### src/logic/acd_pkg.sv
/*
 * acd_pkg: register map, field layout, reset values and carrier types
 * for the audio clock divider configuration block.
 * Assumes an 8-bit register address and 8-bit data on the control port.
 */
package acd_pkg;

    // register offsets on the control port
    localparam logic [7:0] ACD_OFS_SEC_BCLK_LOW = 8'h3d;
    localparam logic [7:0] ACD_OFS_ANALOG_NM    = 8'h3e;
    localparam logic [7:0] ACD_OFS_CORE_EN      = 8'h44;
    localparam logic [7:0] ACD_OFS_PORT_EN      = 8'h45;
    localparam logic [7:0] ACD_OFS_CLKOUT_SEL   = 8'h46;

    // values after reset
    localparam logic [7:0] ACD_RST_SEC_BCLK_LOW = 8'h01;
    localparam logic [5:0] ACD_RST_ANALOG_NM    = 6'h01;
    localparam logic [2:0] ACD_RST_CORE_EN      = 3'h0;
    localparam logic [4:0] ACD_RST_PORT_EN      = 5'h00;
    localparam logic [2:0] ACD_RST_CLKOUT_SEL   = 3'h0;

    // field positions in the core enable register
    localparam int ACD_BIT_FEEDBACK = 2;
    localparam int ACD_BIT_PRE      = 1;
    localparam int ACD_BIT_MIC      = 0;
    // field positions in the serial port enable register
    localparam int ACD_BIT_MOD      = 4;
    localparam int ACD_BIT_P1_BCLK  = 3;
    localparam int ACD_BIT_P2_BCLK  = 2;
    localparam int ACD_BIT_P1_FRAME = 1;
    localparam int ACD_BIT_P2_FRAME = 0;

    // ratio decode constants
    localparam logic [9:0] ACD_SEC_RATIO_ZERO = 10'h200; // code 0
    localparam logic [9:0] ACD_SEC_RATIO_TOP  = 10'h1ff; // code 63
    localparam logic [7:0] ACD_SEC_CODE_TOP   = 8'h3f;
    localparam logic [6:0] ACD_ANA_RATIO_ZERO = 7'h40;   // code 0

    // clock output source codes
    typedef enum logic [2:0] {
        ACD_SRC_PLL      = 3'h0,
        ACD_SRC_P1_BCLK  = 3'h1,
        ACD_SRC_P2_BCLK  = 3'h2,
        ACD_SRC_CTRL_CLK = 3'h3,
        ACD_SRC_OSC      = 3'h4,
        ACD_SRC_DSP      = 3'h5
    } acd_src_t;

    // one control port access
    typedef struct packed {
        logic       wr;
        logic       rd;
        logic [7:0] addr;
        logic [7:0] wdata;
    } acd_req_t;

    // run levels handed to the clock tree
    typedef struct packed {
        logic feedback_run;
        logic pre_run;
        logic mic_run;
        logic modulator_run;
        logic p1_bclk_run;
        logic p2_bclk_run;
        logic p1_frame_run;
        logic p2_frame_run;
    } acd_run_t;

endpackage

### src/logic/acd_clock_config.sv
/*
 * acd_clock_config: clock divider ratio and enable registers, the
 * second-port bit clock and analog dividers, and the clock output source mux.
 * Assumes the control port, the auto-detect logic and the source ticks all
 * run on sys_clk; source ticks are one-cycle enables of their clocks.
 */
`timescale 1ns/1ps

// Behaviour
// - The second-port bit clock low code maps 0 to 512, 63 to 511, any other code to itself.
// - With automatic clock detection on, both programmed ratios give way to derived ones.
// - The analog divider code decodes 0 to 64 and every other code to itself.
// - Feedback, pre and mic dividers run only while core enable bits 2, 1 and 0 are one.
// - The playback modulator divider runs only while bit 4 of the port enables is one.
// - First and second port bit clock dividers are enabled by bits 3 and 2 independently.
// - First and second port frame dividers are enabled by bits 1 and 0 independently.
// - The output source code picks PLL, port 1 or 2 bit clock, control clock, oscillator or DSP.
module acd_clock_config (
    input  wire logic              sys_clk,
    input  wire logic              rst_b,
    input  wire acd_pkg::acd_req_t req,
    input  wire logic              auto_detect_en,
    input  wire logic [9:0]        auto_sec_ratio,
    input  wire logic [6:0]        auto_ana_ratio,
    input  wire logic [5:0]        src_tick,
    output logic [7:0]             rdata_q,
    output acd_pkg::acd_run_t      run_q,
    output logic                   sec_bclk_tick_q,
    output logic                   ana_tick_q,
    output logic                   clkout_src_tick_q
);

    // register state
    logic [7:0] sec_low_q;
    logic [5:0] ana_div_q;
    logic [2:0] core_en_q;
    logic [4:0] port_en_q;
    logic [2:0] clkout_sel_q;
    logic [9:0] sec_cnt_q;
    logic [6:0] ana_cnt_q;

    // write decode per register
    wire        wr_sec  = req.wr && (req.addr == acd_pkg::ACD_OFS_SEC_BCLK_LOW);
    wire        wr_ana  = req.wr && (req.addr == acd_pkg::ACD_OFS_ANALOG_NM);
    wire        wr_core = req.wr && (req.addr == acd_pkg::ACD_OFS_CORE_EN);
    wire        wr_port = req.wr && (req.addr == acd_pkg::ACD_OFS_PORT_EN);
    wire        wr_sel  = req.wr && (req.addr == acd_pkg::ACD_OFS_CLKOUT_SEL);

    // ratio decode; auto detection overrides whatever software wrote
    function automatic logic [9:0] sec_ratio_f(input logic [7:0] code);
        if (code == 8'h00)
            return acd_pkg::ACD_SEC_RATIO_ZERO;
        else if (code == acd_pkg::ACD_SEC_CODE_TOP)
            return acd_pkg::ACD_SEC_RATIO_TOP;
        else
            return {2'h0, code};
    endfunction
    function automatic logic [6:0] ana_ratio_f(input logic [5:0] code);
        return (code == 6'h00) ? acd_pkg::ACD_ANA_RATIO_ZERO : {1'h0, code};
    endfunction

    wire [9:0]  sec_ratio = auto_detect_en ? auto_sec_ratio :
                            sec_ratio_f(sec_low_q);
    wire [6:0]  ana_ratio = auto_detect_en ? auto_ana_ratio :
                            ana_ratio_f(ana_div_q);
    wire        sec_run   = port_en_q[acd_pkg::ACD_BIT_P2_BCLK];
    wire        sec_wrap  = sec_cnt_q >= (sec_ratio - 10'h001);
    wire        ana_wrap  = ana_cnt_q >= (ana_ratio - 7'h01);

    // read mux; reserved bits and unmapped offsets read as zero
    wire [7:0]  rd_mux =
        (req.addr == acd_pkg::ACD_OFS_SEC_BCLK_LOW) ? sec_low_q :
        (req.addr == acd_pkg::ACD_OFS_ANALOG_NM)    ? {2'h0, ana_div_q} :
        (req.addr == acd_pkg::ACD_OFS_CORE_EN)      ? {5'h00, core_en_q} :
        (req.addr == acd_pkg::ACD_OFS_PORT_EN)      ? {3'h0, port_en_q} :
        (req.addr == acd_pkg::ACD_OFS_CLKOUT_SEL)   ? {5'h00, clkout_sel_q} : 8'h00;

    // source mux; reserved codes give a silent output rather than a stray clock
    wire        src_pick  = (clkout_sel_q <= acd_pkg::ACD_SRC_DSP) ?
                            src_tick[clkout_sel_q] : 1'b0;

    // writable bits only; reserved bits have no storage, so they stay read-only
    always_ff @(posedge sys_clk or negedge rst_b) begin
        if (!rst_b) begin
            sec_low_q    <= acd_pkg::ACD_RST_SEC_BCLK_LOW;
            ana_div_q    <= acd_pkg::ACD_RST_ANALOG_NM;
            core_en_q    <= acd_pkg::ACD_RST_CORE_EN;
            port_en_q    <= acd_pkg::ACD_RST_PORT_EN;
            clkout_sel_q <= acd_pkg::ACD_RST_CLKOUT_SEL;
        end else begin
            if (wr_sec)  sec_low_q    <= req.wdata;
            if (wr_ana)  ana_div_q    <= req.wdata[5:0];
            if (wr_core) core_en_q    <= req.wdata[2:0];
            if (wr_port) port_en_q    <= req.wdata[4:0];
            if (wr_sel)  clkout_sel_q <= req.wdata[2:0];
        end
    end

    // read data is captured so the port sees a flop, one cycle after rd
    always_ff @(posedge sys_clk or negedge rst_b) begin
        if (!rst_b)
            rdata_q <= 8'h00;
        else if (req.rd)
            rdata_q <= rd_mux;
    end

    // run levels follow the enable bits one cycle after the write
    always_ff @(posedge sys_clk or negedge rst_b) begin
        if (!rst_b) begin
            run_q <= '0;
        end else begin
            run_q.feedback_run  <= core_en_q[acd_pkg::ACD_BIT_FEEDBACK];
            run_q.pre_run       <= core_en_q[acd_pkg::ACD_BIT_PRE];
            run_q.mic_run       <= core_en_q[acd_pkg::ACD_BIT_MIC];
            run_q.modulator_run <= port_en_q[acd_pkg::ACD_BIT_MOD];
            run_q.p1_bclk_run   <= port_en_q[acd_pkg::ACD_BIT_P1_BCLK];
            run_q.p2_bclk_run   <= sec_run;
            run_q.p1_frame_run  <= port_en_q[acd_pkg::ACD_BIT_P1_FRAME];
            run_q.p2_frame_run  <= port_en_q[acd_pkg::ACD_BIT_P2_FRAME];
        end
    end

    // second-port bit clock divider: held at phase zero while disabled;
    // >= on wrap keeps a ratio shrunk mid-count from running off to 1023
    always_ff @(posedge sys_clk or negedge rst_b) begin
        if (!rst_b) begin
            sec_cnt_q       <= 10'h000;
            sec_bclk_tick_q <= 1'b0;
        end else begin
            sec_cnt_q       <= (!sec_run || sec_wrap) ? 10'h000 : sec_cnt_q + 10'h001;
            sec_bclk_tick_q <= sec_run && sec_wrap;
        end
    end

    // analog divider has no enable of its own and runs from reset
    always_ff @(posedge sys_clk or negedge rst_b) begin
        if (!rst_b) begin
            ana_cnt_q  <= 7'h00;
            ana_tick_q <= 1'b0;
        end else begin
            ana_cnt_q  <= ana_wrap ? 7'h00 : ana_cnt_q + 7'h01;
            ana_tick_q <= ana_wrap;
        end
    end

    // clock output source tick, one cycle behind the selected source
    always_ff @(posedge sys_clk or negedge rst_b) begin
        if (!rst_b)
            clkout_src_tick_q <= 1'b0;
        else
            clkout_src_tick_q <= src_pick;
    end

    a_sec_zero_code: assert property (@(posedge sys_clk) disable iff (!rst_b)
        (!auto_detect_en && sec_low_q == 8'h00) |-> sec_ratio == 10'h200)
        else $error("code 0 must give ratio 512");
    a_sec_top_code: assert property (@(posedge sys_clk) disable iff (!rst_b)
        (!auto_detect_en && sec_low_q == 8'h3f) |-> sec_ratio == 10'h1ff)
        else $error("code 63 must give ratio 511");
    a_auto_override: assert property (@(posedge sys_clk) disable iff (!rst_b)
        auto_detect_en |-> (sec_ratio == auto_sec_ratio && ana_ratio == auto_ana_ratio))
        else $error("auto detection must override programmed ratios");
    a_ana_period: assert property (@(posedge sys_clk) disable iff (!rst_b)
        ($rose(ana_tick_q) && !auto_detect_en && ana_div_q == 6'h03)
            ##1 (!auto_detect_en && ana_div_q == 6'h03) [*2]
            |=> (ana_tick_q && !$past(ana_tick_q) && !$past(ana_tick_q, 2)))
        else $error("analog divide by 3 period wrong");
    a_core_run: assert property (@(posedge sys_clk) disable iff (!rst_b)
        wr_core |=> ##1 (run_q.mic_run == $past(req.wdata[0], 2)
                         && run_q.feedback_run == $past(req.wdata[2], 2)))
        else $error("core run levels do not follow write");
    a_mod_run: assert property (@(posedge sys_clk) disable iff (!rst_b)
        (wr_port && !req.wdata[4]) |=> ##1 !run_q.modulator_run)
        else $error("modulator divider runs while disabled");
    a_port_bclk: assert property (@(posedge sys_clk) disable iff (!rst_b)
        (wr_port && req.wdata[3:2] == 2'h2) |=> ##1 (run_q.p1_bclk_run && !run_q.p2_bclk_run))
        else $error("bit clock enables not independent");
    a_port_frame: assert property (@(posedge sys_clk) disable iff (!rst_b)
        (wr_port && req.wdata[1:0] == 2'h1) |=> ##1 (!run_q.p1_frame_run && run_q.p2_frame_run))
        else $error("frame enables not independent");
    a_clkout_mux: assert property (@(posedge sys_clk) disable iff (!rst_b)
        (clkout_sel_q == 3'h2 && src_tick[2] && !wr_sel) |=> clkout_src_tick_q)
        else $error("clock output does not follow selected source");
    a_div_static: assert property (@(posedge sys_clk) disable iff (!rst_b)
        !sec_run |=> (!sec_bclk_tick_q && sec_cnt_q == 10'h000))
        else $error("disabled divider not held at phase zero");

endmodule // acd_clock_config

### config.mk
export PLATFORM = sky130hd
export DESIGN_NAME = acd_clock_config
export DESIGN_NICKNAME = d
export VERILOG_FILES = /design/src/logic/acd_pkg.sv /design/src/logic/acd_clock_config.sv
export SDC_FILE = /design/constraint.sdc
export NUM_CORES = 1
export LEC_CHECK = 0
export ABC_AREA = 1
export BUFFER_PORTS_ARGS = -buffer_cell sky130_fd_sc_hd__buf_2
export CAP_MARGIN = 15
export CORE_ASPECT_RATIO = 1.1
export CORE_MARGIN = 2
export CORE_UTILIZATION = 30
export DETAILED_ROUTE_END_ITERATION = 6
export GPL_ROUTABILITY_DRIVEN = 0
export SLEW_MARGIN = 10
export SYNTH_ARGS = -nofsm -noshare
export SYNTH_HDL_FRONTEND = slang
export SYNTH_SLANG_ARGS = --single-unit
export TNS_END_PERCENT = 10
### constraint.sdc
create_clock -name sys_clk -period 5.4 [get_ports sys_clk]
set_input_delay 0.54 -clock sys_clk [delete_from_list [all_inputs] [get_ports sys_clk]]
set_output_delay 0.54 -clock sys_clk [all_outputs]
set_load 0.005 [all_outputs]
==> summary.md <==
| Metric | Value |
|---|---|
| Width of the chip | 110 um |
| Peak supply drop | 0.153 mV |
| Kind of critical path | input pin to flop |
| Post-Route Setup TNS | 0 ns |
| Transition time at the pin with the least slew margin | 0.789 ns |
| Maximum net fanout on the critical path | 18 |
| Relative max-transition margin | 0.474 |
| Die footprint | 0.0131 mm^2 |
| First-pass GRT wire length | 15200 um |
| Final critical-path required period | 2.94 ns |
| Post-CTS Repair Setup Buffers | 0 |
| Total setup violations reported at the end of the flow | 0 |
| Number of design rule violations left after detail routing | 0 |
| First-pass DRT Iterations | 4 |
| Type of the worst min-delay path | input pin to async pin |
| FFs w/ async S/R, synth | 1.00 |
| I/O Pins | 63 |
| Clock slew seen by the registers of the worst setup and hold paths | 0.05 ns |
| Yosys warning count | 0 |
| Synth Cell Area | 0.00367 mm^2 |
| # Max-Cap Violations | 0 |
| Count of antenna-violating nets left after detailed routing | 0 |
| Pin count of the biggest net entering global routing | 62 |
| Fraction of the yosys area taken by sequential cells | 0.416 |
| CP Launch Point | auto_detect_en |
| # H-tree levels | 3 |
| Final routed wire length divided by cell count | 12.8 um |
| 1st-iter DRT viols | 115 |
| Source-to-sink clock delay at the later pin of the worst-skew pair | 0.33 ns |
| CTS tree | done |
| Core area | 0.0120 mm^2 |
| Cell taking the most area after synthesis | dfrtp_1 |
| Share of post-route cells with drive strength above 1 | 0.208 |
| Synth Area per Inst | 8.00 um^2 |
| DP Wirelength | 6890 um |
| Worst path arrival time | 3.17 ns |
| Count of buffers from port buffering | 62 |
| Initial antenna violation count | 0 |
| Proportion of netlist area held by the largest area contributor | 0.402 |
| Cts hold-fix bufs | 0 |
| Number of distinct library cell variants in the gate-level netlist after synthesis | 39 |
| Net count after synthesis | 524 |
| Vert. Die Dim | 120 um |
| Minimum setup slack after placement | 2.06 ns |
| Leftover overflow at the end of global routing | 0 |
| Fraction of the cycle the final worst path needs | 0.544 |
| Post-layout utilization of the core | 0.369 |
| Worst Path Required | 5.64 ns |
| Main synth FF type | dfrtp_1 |
| Clock skew after layout | 0.00662 ns |
| Type of element capturing the critical path | flop |
| Top post-synthesis cells by area | dfrtp_1 (40%), nand2_1 (11%), ha_1 (7.2%) |
| Setup repair after global routing missed its margin | false |
| Via count normalized by instance count | 4.61 |
| P per Cell Area | 350 mW/mm^2 |
| Post-cts repair resize count | 0 |
| Count of inserted antenna diode cells | 0 |
| Standard-cell row count | 42 |
| Final count of hold timing violations | 0 |
| Global-route total usage across every layer | 0.148 |
| Area Growth Syn to Fin | 20.4% |
| Final nets | 588 |
| Number of buffers created by CTS | 9 |
| Static power due to leakage | 2.19 nW |
| R2R Path Start | sec_low_q[0] |
| Total number of clock tree sinks | 61 |
| Routed vias | 3141 |
| Count of final max-slew check failures | 0 |
| Worst path setup slack after routing | 2.46 ns |
| Detailed-route wire length | 8750 um |
| Vias in the first global route | 3241 |
| Gate count of the mapped netlist | 459 |
| Result of the run | complete, no violations |
| Initial core utilization | 0.307 |
| Number of enable flip-flop cells after synthesis | 0 |
| Clk root buf | clkbuf_16 |
| Critical path launch point type | input pin |
| Count of state elements after synthesis | 61 |
| Max frequency | 341 MHz |
| Buffer levels on the longest clock path | 2 |
[per-layer routing]
layer  vias to the layer above  GRT usage  wire length [um]
li1                       1621          -                 -
met1                      1451      0.178              3840
met2                        57      0.251              4360
met3                        12     0.0402               396
met4                         0     0.0506               145
met5                         -          0                 0
[cell families (layout without fill, tap and decap cells)]
kind of cell               Yosys count  after routing  share of synthesized area
xor gates and xnor gates            19             19                     0.0453
buffers and inverters               69            138                     0.0824
DFF                                 61             61                      0.416
AOI/OAI and AO/OA                   63             63                      0.103
and+or+nand+nor                    226            226                      0.282
adders and majority gates           21             21                     0.0715
[cells in the final DEF (no fill, tap or decap), types with 2 or more instances in the layout]
cell | Yosys | layout
nor3_1 | 12 | 12
o21a_1 | 5 | 5
dfrtp_1 | 59 | 59
o31ai_1 | 2 | 2
clkinvlp_4 | 0 | 2
o21ai_2 | 6 | 6
o21ai_1 | 7 | 7
nand2_1 | 110 | 110
inv_1 | 57 | 57
clkbuf_8 | 0 | 2
nor2_4 | 2 | 2
ha_1 | 21 | 21
o211ai_1 | 3 | 3
nand2_2 | 8 | 8
a21oi_1 | 11 | 11
nand4_1 | 11 | 11
or2_1 | 3 | 3
nor3_4 | 2 | 2
xor2_1 | 13 | 13
buf_2 | 2 | 62
nand3_2 | 3 | 3
clkbuf_16 | 0 | 9
o21ai_0 | 25 | 25
nor2_1 | 44 | 44
dfstp_2 | 2 | 2
nor3b_1 | 2 | 2
nand3_1 | 21 | 21
xnor2_1 | 6 | 6
nor2_2 | 4 | 4
[worst max-delay path, stage by stage]
cell,delay [ns]
buf_2,0.34
inv_8,0.11
o21ai_2,0.25
ha_1,0.27
nand3_2,0.11
nor2_1,0.14
nand3b_1,0.08
nand2_1,0.06
inv_1,0.04
ha_1,0.28
nand2_1,0.08
nor2_1,0.07
o211ai_1,0.09
nand4_1,0.40
nor3b_1,0.31
[cells in the mapped netlist (all sizes together), types with 2 or more instances]
master and count:
a21oi 11, buf 7, clkbuf 3, dfrtp 59
dfstp 2, ha 21, inv 59, nand2 118
nand3 24, nand4 11, nor2 50, nor3 15
nor3b 2, o211ai 3, o21a 5, o21ai 38
o31ai 2, or2 4, xnor2 6, xor2 13
[final timing paths]
check	endpoint	slack, ns	cells after the start
setup reg to reg	sec_cnt_q[1]	2.65	14
hold reg to reg	run_q[3]	0.41	0
setup / recovery	sec_cnt_q[1]	2.46	15
max in group asynchronous	sec_cnt_q[1]	4.50	2
min in group sys_clk	run_q[3]	0.41	0
hold / removal	ana_tick_q	0.36	2
[power breakdown]
part	total, mW	leakage, nW	switching, mW	internal (mW)
Combinational	0.358	1.25	0.205	0.153
Clock	0.595	0.148	0.213	0.382
Sequential	0.594	0.795	0.0674	0.527
Total	1.55	2.19	0.486	1.06
[flip-flops by register name (all words and copies together), names as in the netlist, 5 cells and up]
register   cells
ana_cnt_q      7
ana_div_q      6
port_en_q      5
rdata_q        8
run_q          8
sec_cnt_q     10
sec_low_q      8
[final cells by class]
cell class              count  area (um^2)
fillers                  1252         7560
multi-input cells         329         1840
flip-flops and latches     61         1530
clock inverters             5         58.8
repair buffers             63          318
well taps                 154          193
clock buffers              11          253
inverters                  59          229
[metrics by stage]
step / hold WS, ns / power [mW] / instances / area [um^2]
after floorplan: 0.244 / 0.852 / 459 / 3670
after global placement: 0.397 / 0.951 / 666 / 4110
after detailed placement: 0.397 / 0.968 / 666 / 4110
after CTS: 0.412 / 1.57 / 682 / 4420
after global routing: 0.423 / 1.66 / 682 / 4420
final: 0.360 / 1.55 / 682 / 4420
No activity file was read; power rests on OpenSTA's default activity.
